===== src/shared/mem_map_defs.vh =====
// memory map constants for the data space decoder
`ifndef MEM_MAP_DEFS_VH
`define MEM_MAP_DEFS_VH
`define BANK_LO        8'h00
`define BANK_HI        8'h3F
`define WIN_LO         8'h40
`define WIN_HI         8'h7F
`define IDX_X          8'h80
`define IDX_Y          8'h81
`define SHORT_V        8'h82
`define SHORT_W        8'h83
`define RAM_LO         8'h84
`define RAM_HI         8'hBF
`define PORT_DATA_LO   8'hC0
`define PORT_DATA_HI   8'hC2
`define PORT_DIR_LO    8'hC4
`define PORT_DIR_HI    8'hC6
`define WIN_BASE_ADDR  8'hC9
`define PORT_OPT_LO    8'hCC
`define PORT_OPT_HI    8'hCE
`define ADC_DATA       8'hD0
`define ADC_CTRL       8'hD1
`define TMR_PSC        8'hD2
`define TMR_CNT        8'hD3
`define TMR_SCR        8'hD4
`define BANK_SEL_ADDR  8'hE8
`define ACC_ADDR       8'hFF
`define WIN_OFS_W      6
`define WIN_BASE_W     6
`define PC_W           12
`define STACK_DEPTH    6
`define STACK_PTR_W    3
`define VEC_IRQ_LO     12'hFF0
`define VEC_IRQ_HI     12'hFF7
`define VEC_NMI_LO     12'hFFC
`define VEC_NMI_HI     12'hFFD
`define VEC_RST_LO     12'hFFE
`define USER_LO        12'h080
`define USER_HI        12'hF9F
`define BSEL_RAM2      4
`define BSEL_EE1       1
`define BSEL_EE0       0
`define RD_UNDEF       8'hFF
`endif


===== src/hw/return_stack.v =====
// six-entry return address stack
`timescale 1ns/1ps
`include "mem_map_defs.vh"
module return_stack (
	// clock and reset
	input  wire                  clk,
	input  wire                  rst_n,
	// push and pop
	input  wire                  push,
	input  wire                  pop,
	input  wire [`PC_W-1:0]      push_addr,
	output reg  [`PC_W-1:0]      top_addr,
	output reg                   empty
);
	reg [`PC_W-1:0]        entry [0:`STACK_DEPTH-1];
	reg [`STACK_PTR_W-1:0] depth;
	integer i;
	// overflow drops the oldest entry, as a fixed-depth stack does
	always @(posedge clk) begin
		if (!rst_n) begin
			depth    <= {`STACK_PTR_W{1'b0}};
			top_addr <= {`PC_W{1'b0}};
			empty    <= 1'b1;
			for (i = 0; i < `STACK_DEPTH; i = i + 1)
				entry[i] <= {`PC_W{1'b0}};
		end else if (push) begin
			for (i = `STACK_DEPTH-1; i > 0; i = i - 1)
				entry[i] <= entry[i-1];
			entry[0] <= push_addr;
			top_addr <= push_addr;
			empty    <= 1'b0;
			if (depth != `STACK_DEPTH)
				depth <= depth + 3'h1;
		end else if (pop && depth != {`STACK_PTR_W{1'b0}}) begin
			for (i = 0; i < `STACK_DEPTH-1; i = i + 1)
				entry[i] <= entry[i+1];
			entry[`STACK_DEPTH-1] <= {`PC_W{1'b0}};
			top_addr <= entry[1];
			empty    <= (depth == 3'h1);
			depth    <= depth - 3'h1;
		end
	end
endmodule


===== src/hw/data_space_decode.v =====
// data and program space decoder with movable read-only data window
`timescale 1ns/1ps
`include "mem_map_defs.vh"
// Operation
// - data reads at 40h-7Fh go to program memory through the window
// - window address is base bits above the six low data address bits
// - one step of the base moves the window by 64 bytes
// - window reaches every program location 000h to FFFh
// - base register at C9h is write only; no reads or bit operations
// - base register is not reset; software writes it before use
// - only the low six base bits are kept; top two ignored
// - program space uses a 12-bit counter, 4096 locations
// - six-entry 12-bit return stack for calls and interrupts
// - decode interrupt, nmi and reset vectors and user code area
// - decode index, short-direct, general ram and accumulator slots
// - data 00h-3Fh is the banked ram/eeprom page area
// - bank select at E8h: bit4 ram page 2, bits 1/0 eeprom pages
// - port data, direction and option registers get their slots
// - converter and timer registers get their slots
// - readout protection blocks external program memory reads
module data_space_decode (
	// clock and reset
	input  wire                  clk,
	input  wire                  rst_n,
	// core data access, same clock
	input  wire [7:0]            data_addr,
	input  wire                  data_rd,
	input  wire                  data_wr,
	input  wire [7:0]            data_wdata,
	output reg  [7:0]            data_rdata,
	output reg                   data_rvalid,
	// core fetch and stack
	input  wire [`PC_W-1:0]      pc,
	input  wire                  call_push,
	input  wire                  ret_pop,
	output reg  [`PC_W-1:0]      ret_addr,
	output reg                   stack_empty,
	output reg                   pc_is_irq_vec,
	output reg                   pc_is_nmi_vec,
	output reg                   pc_is_rst_vec,
	output reg                   pc_is_user,
	// program memory port
	output reg  [`PC_W-1:0]      prog_addr,
	output reg                   prog_rd,
	input  wire [7:0]            prog_rdata,
	// external readout of program memory
	input  wire                  readout_protect,
	input  wire                  ext_rd,
	input  wire [`PC_W-1:0]      ext_addr,
	output reg  [7:0]            ext_rdata,
	output reg                   ext_rvalid,
	// data space selects, one cycle after the access
	output reg                   sel_bank,
	output reg  [2:0]            bank_page,
	output reg                   sel_index,
	output reg                   sel_short,
	output reg                   sel_ram,
	output reg                   sel_acc,
	output reg                   sel_port_data,
	output reg                   sel_port_dir,
	output reg                   sel_port_opt,
	output reg                   sel_adc,
	output reg                   sel_timer,
	output reg  [7:0]            sel_addr,
	output reg                   sel_rd,
	output reg                   sel_wr,
	output reg  [7:0]            sel_wdata,
	input  wire [7:0]            periph_rdata
);
	reg [`WIN_BASE_W-1:0] rom_window_base;
	reg [7:0]             data_bank_select;
	reg                   win_pend;
	reg                   per_pend;
	reg                   ext_pend;
	reg                   prot_pend;
	wire [`PC_W-1:0]      stk_top;
	wire                  stk_empty;

	wire in_bank  = (data_addr <= `BANK_HI);
	wire in_win   = (data_addr >= `WIN_LO) && (data_addr <= `WIN_HI);
	wire in_index = (data_addr == `IDX_X) || (data_addr == `IDX_Y);
	wire in_short = (data_addr == `SHORT_V) || (data_addr == `SHORT_W);
	wire in_ram   = (data_addr >= `RAM_LO) && (data_addr <= `RAM_HI);
	wire in_acc   = (data_addr == `ACC_ADDR);
	wire in_pdat  = (data_addr >= `PORT_DATA_LO) && (data_addr <= `PORT_DATA_HI);
	wire in_pdir  = (data_addr >= `PORT_DIR_LO) && (data_addr <= `PORT_DIR_HI);
	wire in_popt  = (data_addr >= `PORT_OPT_LO) && (data_addr <= `PORT_OPT_HI);
	wire in_adc   = (data_addr == `ADC_DATA) || (data_addr == `ADC_CTRL);
	wire in_tmr   = (data_addr >= `TMR_PSC) && (data_addr <= `TMR_SCR);
	wire in_per   = in_bank | in_index | in_short | in_ram | in_acc
	              | in_pdat | in_pdir | in_popt | in_adc | in_tmr;

	// window address: base on top, low data address bits below
	wire [`PC_W-1:0] win_addr = {rom_window_base, data_addr[`WIN_OFS_W-1:0]};

	// two pages at once would clash on the bus, so a multi-bit code enables none
	wire [2:0]       page_bits = {data_bank_select[`BSEL_RAM2], data_bank_select[`BSEL_EE1],
	                              data_bank_select[`BSEL_EE0]};
	wire             page_one  = (page_bits == 3'h1) || (page_bits == 3'h2)
	                           || (page_bits == 3'h4);

	// no reset: contents stay undefined until software writes them
	always @(posedge clk) begin
		if (data_wr && data_addr == `WIN_BASE_ADDR)
			rom_window_base <= data_wdata[`WIN_BASE_W-1:0];
		if (data_wr && data_addr == `BANK_SEL_ADDR)
			data_bank_select <= data_wdata;
	end

	always @(posedge clk) begin
		if (!rst_n) begin
			prog_addr     <= {`PC_W{1'b0}};
			prog_rd       <= 1'b0;
			win_pend      <= 1'b0;
			per_pend      <= 1'b0;
			ext_pend      <= 1'b0;
			prot_pend     <= 1'b0;
			data_rdata    <= 8'h00;
			data_rvalid   <= 1'b0;
			ext_rdata     <= 8'h00;
			ext_rvalid    <= 1'b0;
			sel_bank      <= 1'b0;
			bank_page     <= 3'h0;
			sel_index     <= 1'b0;
			sel_short     <= 1'b0;
			sel_ram       <= 1'b0;
			sel_acc       <= 1'b0;
			sel_port_data <= 1'b0;
			sel_port_dir  <= 1'b0;
			sel_port_opt  <= 1'b0;
			sel_adc       <= 1'b0;
			sel_timer     <= 1'b0;
			sel_addr      <= 8'h00;
			sel_rd        <= 1'b0;
			sel_wr        <= 1'b0;
			sel_wdata     <= 8'h00;
			pc_is_irq_vec <= 1'b0;
			pc_is_nmi_vec <= 1'b0;
			pc_is_rst_vec <= 1'b0;
			pc_is_user    <= 1'b0;
			ret_addr      <= {`PC_W{1'b0}};
			stack_empty   <= 1'b1;
		end else begin
			// core window read has the memory port over external readout
			if (data_rd && in_win) begin
				prog_addr <= win_addr;
				prog_rd   <= 1'b1;
			end else if (ext_rd && !readout_protect) begin
				prog_addr <= ext_addr;
				prog_rd   <= 1'b1;
			end else begin
				prog_rd <= 1'b0;
			end
			win_pend  <= data_rd && in_win;
			per_pend  <= data_rd && !in_win;
			ext_pend  <= ext_rd && !readout_protect && !(data_rd && in_win);
			prot_pend <= ext_rd && readout_protect;
			// second cycle: return the read data
			data_rvalid <= win_pend | per_pend;
			if (win_pend)
				data_rdata <= prog_rdata;
			else if (per_pend)
				data_rdata <= periph_rdata;
			// protected readout answers with a blank value, never memory
			ext_rvalid <= ext_pend | prot_pend;
			if (ext_pend)
				ext_rdata <= prog_rdata;
			else if (prot_pend)
				ext_rdata <= `RD_UNDEF;
			// peripheral and ram selects; reserved and write-only slots raise none
			sel_bank      <= in_bank;
			bank_page     <= page_one ? page_bits : 3'h0;
			sel_index     <= in_index;
			sel_short     <= in_short;
			sel_ram       <= in_ram;
			sel_acc       <= in_acc;
			sel_port_data <= in_pdat;
			sel_port_dir  <= in_pdir;
			sel_port_opt  <= in_popt;
			sel_adc       <= in_adc;
			sel_timer     <= in_tmr;
			sel_addr      <= data_addr;
			sel_rd        <= data_rd && in_per;
			sel_wr        <= data_wr && in_per;
			sel_wdata     <= data_wdata;
			// program space decode of the fetch address
			pc_is_irq_vec <= (pc >= `VEC_IRQ_LO) && (pc <= `VEC_IRQ_HI);
			pc_is_nmi_vec <= (pc >= `VEC_NMI_LO) && (pc <= `VEC_NMI_HI);
			pc_is_rst_vec <= (pc >= `VEC_RST_LO);
			pc_is_user    <= (pc >= `USER_LO) && (pc <= `USER_HI);
			ret_addr      <= stk_top;
			stack_empty   <= stk_empty;
		end
	end

	return_stack u_stack (
		.clk       (clk),
		.rst_n     (rst_n),
		.push      (call_push),
		.pop       (ret_pop),
		.push_addr (pc),
		.top_addr  (stk_top),
		.empty     (stk_empty)
	);
endmodule


===== config.mk =====
export PLATFORM = sky130hd
export DESIGN_NAME = data_space_decode
export DESIGN_NICKNAME = d
export VERILOG_FILES = /design/src/hw/return_stack.v /design/src/hw/data_space_decode.v
export VERILOG_INCLUDE_DIRS = /design/src /design/src/shared
export SDC_FILE = /design/constraint.sdc
export NUM_CORES = 1
export LEC_CHECK = 0
export ABC_CLOCK_PERIOD_IN_PS = 3500
export BUFFER_PORTS_ARGS = -buffer_cell sky130_fd_sc_hd__buf_2
export CAP_MARGIN = 20
export CORE_AREA = 4 4 128 160
export DETAILED_ROUTE_END_ITERATION = 12
export DIE_AREA = 0 0 132 164
export PLACE_DENSITY_LB_ADDON = 0.15
export SYNTH_ARGS = -nofsm -noshare
export SYNTH_HDL_FRONTEND = slang
export SYNTH_HIERARCHICAL = 1
export SYNTH_SLANG_ARGS = --single-unit

===== constraint.sdc =====
create_clock -name clk -period 3.5 [get_ports clk]
set_clock_uncertainty 0.05 [all_clocks]
set_input_delay 0.7 -clock clk [delete_from_list [all_inputs] [get_ports clk]]
set_output_delay 0.7 -clock clk [all_outputs]
set_load 0.01 [all_outputs]

==> metrics.txt, run 1 <==
cell depth of the worst flop-to-flop path 6; Antenna diodes 0; Synth area leaders edfxtp_1, dfxtp_1, a22oi_1; final hold vios 0; FF+latch area 0.00441 mm²; RSZ-0062 raised after global routing no; WHS Endpoint stack_empty; Root Buffer clkbuf_16; hold_ws 0.388 ns; WL final around 17 mm; hold wc startpoint u_stack/empty; Post-Synthesis Cells 638; Worst-Margin Slew 0.821 ns; Post-synth EDFFs 81; Peak VDD IR 303 µV; buffer depth of the longest clock path 2; H-Tree Depth 4; WL per Instance 16.5 µm; Num CTS Buffers 17; Critical Path RT 3.60 ns; # clock sinks 180; post-route setup TNS 0 ns; global-route wire length before repair roughly 27 mm; Final #Nets 826; Pwr Density 544 mW/mm²; core area between 0.015 and 0.02 mm²; Sw Pwr 1.11 mW; Synth Net Count 707; Area Overhead vs Synth 19.0%; Internal 3.61 mW; status finished clean; sequential area share after synthesis 0.606; leak pwr 3.62 nW; hpwl dp 11.4 mm; synth warn 6; post-cts repair resize count 0; largest area contributor in the netlist edfxtp_1; Clock transition at path regs 0.06 ns; clk_lat worst skew 0.42 ns; R2R setup slack 1.12 ns; io pins 143; vias 5,220; Hold Path Cell Cnt 1; CP max FO 40; CP Launch Type flip-flop; Starting Density 0.386; Synth top area share 0.334; FFs w/ async S/R, synth 0; GPL Wtd Cong 0.844; Final Power 4.71 mW; normalized max-slew margin 0.452; TritonCTS clock tree yes; register bit total from synthesis between 150 and 200; Arr. time, crit path roughly 2.5 ns; all-layer global routing usage 0.154; Critical Path End Type flip-flop; Avg Inst Size Synth approximately 11 µm²; die footprint 0.0216 mm²; First-pass DRT Iterations 5; total of fill cells in the finished design between 1,500 and 2,000; clock power share 0.385; share of layout cells above drive strength 1 0.255; Logic pwr share 0.099; DRT antenna net count 0; vias in the first global route roughly 5,000; Detailed Route Iter0 Violations 314; Hold Path Class flip-flop to flip-flop; Peak Freq between 400 and 500 MHz; fin crit share 0.679; top post-synthesis cells by count dfxtp_1, edfxtp_1, nor2b_1, a22oi_1, nand2_1; synthesized area between 0.007 and 0.008 mm²; # hold bufs at CTS 0; Setup crit start u_stack/depth[0]; largest net degree at the start of global routing 77; initial antenna violation count 1; Pins Over Slew Limit 0; reg2reg end u_stack/entry[1][1]; MaxCap Viol Count 0; chip width 132 µm; top_reg_cell synth dfxtp_1; chip height 164 µm; Avg Vias per Cell roughly 5.2; drt drc 0; most frequent cell after synthesis dfxtp_1; Site Rows 56; FF-to-FF Start u_stack/depth[0]; Multi-input gate area 0.00255 mm²; fin crit period around 2.4 ns; I/O Buffers 142; library cells used by synthesis 52; crit path kind flip-flop to flip-flop; final setup vio count 0; switch share 0.235; Sequential Power Share 0.516; postcts setup bufs 0; grt ovf 0
==> stage by stage <==
step	worst slack, ns	util	std cells	area (µm²)
final	1.12	0.460	1002	8670
after global routing	0.969	0.460	1002	8670
after CTS	1.11	0.460	1002	8670
after detailed placement	1.05	0.429	970	8090
after global placement	1.13	0.429	970	8090
after floorplan	0.0201	-	638	7280
==> cells in the final DEF, fill, tap and decap left out, types with 14 or more instances in the layout <==
cell type,netlist,layout
a22oi_1,48,48
mux2i_1,21,21
a211oi_1,16,16
dfxtp_1,99,99
nand2_1,40,40
and3_1,19,19
clkbuf_16,0,20
nor3_1,23,23
nor2b_1,57,57
and2_1,25,25
o21ai_0,14,14
edfxtp_1,81,81
nor2_1,39,39
buf_2,12,142
==> logic make-up after synthesis <==
logic type,Yosys count,share of synthesized area
XOR/XNOR,1,0.00120
flip-flops,180,0.606
multiplexers,29,0.0413
AND/OR/NAND/NOR,247,0.189
buffers and inverters,62,0.0435
AO/OA/AOI/OAI,114,0.111
adder cells (fa/ha/maj),5,0.00859
==> worst max path at each step <==
| stage | endpoint | slack, ns | cells past startpoint |
|---|---|---|---|
| final | u_stack/entry[1][1] | 1.12 | 6 |
| after global routing | u_stack/entry[1][1] | 0.97 | 6 |
| after CTS | u_stack/entry[1][1] | 1.11 | 6 |
| after detailed placement | u_stack/entry[2][2] | 1.05 | 4 |
| after global placement | u_stack/entry[3][3] | 1.13 | 4 |
| after floorplan | u_stack/entry[0][0] | 0.02 | 4 |
==> cell type report <==
class / instances / area share
clock buffer: 25 / 0.0615
clock inverter: 7 / 0.00491
inverter: 11 / 0.00476
multi-input combinational: 396 / 0.295
sequential: 180 / 0.509
tap: 232 / 0.0335
timing repair buffer: 151 / 0.0913
==> worst max-delay path, stage by stage, from the launching register on <==
cell      delay, ns
dfxtp_1        0.35
inv_1          0.12
ha_1           0.21
nand2b_2       0.11
nand2_1        0.31
nand3_2        0.53
buf_12         0.40
==> routing by layer <==
metal / GRT usage / vias to the layer above / part of all wire
li1: - / 2526 / -
met1: 0.201 / 2483 / 0.46
met2: 0.241 / 184 / 0.45
met3: 0.0435 / 25 / 0.067
met4: 0.0611 / 2 / 0.018
met5: 0 / - / 0.00078
==> flip-flops by register name, summed over array words and instances (netlist names), 6 cells and up <==
name              count
data_rdata            8
ext_rdata             8
prog_addr            12
ret_addr             12
rom_window_base       6
sel_addr              8
sel_wdata             8
u_stack/entry        72
u_stack/top_addr     12
==> power by group through the flow <==
stage | registers (mW) | clock network, mW | logic [mW]
after detailed placement | 2.48 | 0 | 0.468
final | 2.43 | 1.81 | 0.466
after CTS | 2.43 | 1.87 | 0.470
after floorplan | 2.48 | 0 | 0.293
after global routing | 2.45 | 1.96 | 0.516
after global placement | 2.48 | 0 | 0.458
Note: power is estimated with default switching activity, not from simulation.
==> inputs of run 2 (changes only) <==
- ABC_CLOCK_PERIOD_IN_PS: 3500 -> 2240
- clock period: 3.5 -> 2.24 ns (I/O delays scaled with it)
==> run 2 against run 1 <==
  * Flip-flop and latch count did not move
  * First-iteration DRC count rose by 5.4%
  * Wire length rose by 2.9%
  * Count of clock-buffer cells in the layout fell by 4
  * Global-route usage rose by 0.61 points
  * Non-clock buffer count rose by 11
  * Fmax rose by 26%
  * Final area rose by 1.4%
  * Utilization rose by 0.64 points
  * Largest power group unchanged
  * Die area did not move
  * Register-to-register slack got worse by 0.77 ns
  * Worst hold slack got worse by 0.23 ns
==> metrics.txt, run 2 (same netlist as run 1, synthesis figures left out) <==
post-route setup TNS 0 ns (unchanged); CP top delay family simple AND/OR/NAND/NOR gates; postcts setup bufs 0 (unchanged); global-route wire length before repair 27.8 mm (+3.8%); hold_ws 0.155 ns (-0.233 ns); buffer depth of the longest clock path 2 (unchanged); Starting Density 0.386 (unchanged); post-route insts no fill 1,013 (+1.1%); hpwl dp 11.9 mm (+4.2%); status finished clean; Site Rows 56 (unchanged); grt ovf 0 (unchanged); post-cts repair resize count 0 (unchanged); placed inst area 0.00823 mm² (+1.7%); Peak Freq 529 MHz (+26%); leak pwr 3.69 nW (+1.8%); Placed Cells incl. Taps 981 (+1.1%); crit path kind flip-flop to flip-flop; chip width 132 µm (unchanged); Hold Path Cell Cnt 1 (unchanged); Pwr Density 837 mW/mm² (+54%); # clock sinks 180 (unchanged); die footprint 0.0216 mm² (unchanged); critical path depth 7 (+1); cell depth of the worst flop-to-flop path 7 (+1); most common cell after layout, fill and taps aside buf_2; Antenna diodes 0 (unchanged); CP max FO 17 (-57%); Top reg by flops u_stack/entry; all-layer global routing usage 0.160 (+0.00610); MaxCap Viol Count 0 (unchanged); vias 5,221 (+0.019%); vias in the first global route 5,188 (+3.5%); largest net degree at the start of global routing 67 (-13%); final setup vio count 0 (unchanged); Critical Path End Type flip-flop; Critical Path RT 2.50 ns (-1.10 ns); WP buf/inv 2 (unchanged); core area 0.0188 mm² (unchanged); # hold bufs at CTS 0 (unchanged); initial antenna violation count 0 (-1); WL final 17.1 mm (+2.9%); Final Power 7.35 mW (+56%); normalized max-slew margin 0.482 (+0.0299); clk_lat worst skew 0.42 ns (about the same); Hold Path Class input port to flip-flop; Clock transition at path regs 0.07 ns (about the same); io pins 143 (unchanged); TritonCTS clock tree yes; share of layout cells above drive strength 1 0.268 (+0.0131); DRT antenna net count 0 (unchanged); I/O Buffers 142 (unchanged); WL per Instance 16.8 µm (+1.8%); fin crit period 1.89 ns (-0.488 ns); First-pass DRT Iterations 4 (-1); drt drc 0 (unchanged); Avg Vias per Cell 5.15 (-1.1%); Detailed Route Iter0 Violations 331 (+5.4%); Final #Nets 837 (+1.3%); CP Cell Sequence inv_1 -> ha_1 -> and2b_1 -> nor2_4 -> buf_4 -> o21ai_0 -> and3_1; final hold vios 0 (unchanged); design area 0.00879 mm² (+1.4%); Peak VDD IR 573 µV (+89%); Worst-Margin Slew 0.777 ns (-0.0448 ns); fin crit share 0.844 (+0.164); max FFs per register 72 (unchanged); Pins Over Slew Limit 0 (unchanged); Slowest Stage Delay on Critical Path 0.41 ns (-0.12 ns); H-Tree Depth 4 (unchanged); Root Buffer clkbuf_16; RSZ-0062 raised after global routing no; chip height 164 µm (unchanged); GPL Wtd Cong 0.802 (-5.0%); commonest non-fill, non-tap cells in the layout buf_2, dfxtp_1, edfxtp_1; Num CTS Buffers 17 (unchanged); CP Launch Type flip-flop; Arr. time, crit path 2.15 ns (-0.33 ns); CP max stage cell dfxtp_1; Area Overhead vs Synth 20.7%
==> run 2: final cells by class <==
type	instances	area, µm²
inverter	11	41.3
multi-input combinational	396	2560
clock inverter	11	73.8
sequential	180	4410
timing repair buffer	162	923
clock buffer	21	482
tap	232	290
fill	1742	10100
==> run 2: report_power, final <==
part	total, mW	internal [mW]	switching [mW]
Sequential	3.80	3.68	0.120
Combinational	0.769	0.327	0.442
Clock	2.78	1.55	1.23
==> run 2: layer usage <==
metal	part of all wire	vias up	routed length (µm)	track usage
li1	-	2544	-	-
met1	0.45	2500	7720	0.200
met2	0.48	157	8140	0.265
met3	0.056	20	958	0.0484
met4	0.014	0	241	0.0521
met5	0	-	0	0
==> run 2: path summary, 6_finish.rpt <==
kind                                  startpoint            endpoint  slack [ns]
worst max register to register  u_stack/depth[0]    u_stack/depth[0]        0.35
worst min-delay path               data_wdata[5]  rom_window_base[5]        0.15
worst min register to register     u_stack/empty         stack_empty        0.39
worst max-delay path            u_stack/depth[0]    u_stack/depth[0]        0.35
==> run 2: stage by stage <==
| step | util | worst slack [ns] |
|---|---|---|
| 2_1_floorplan | - | 0.196 |
| 3_3_place_gp | 0.437 | 0.479 |
| 3_5_place_dp | 0.437 | 0.373 |
| 4_1_cts | 0.466 | 0.356 |
| 5_1_grt | 0.466 | 0.249 |
| 6_report | 0.466 | 0.350 |
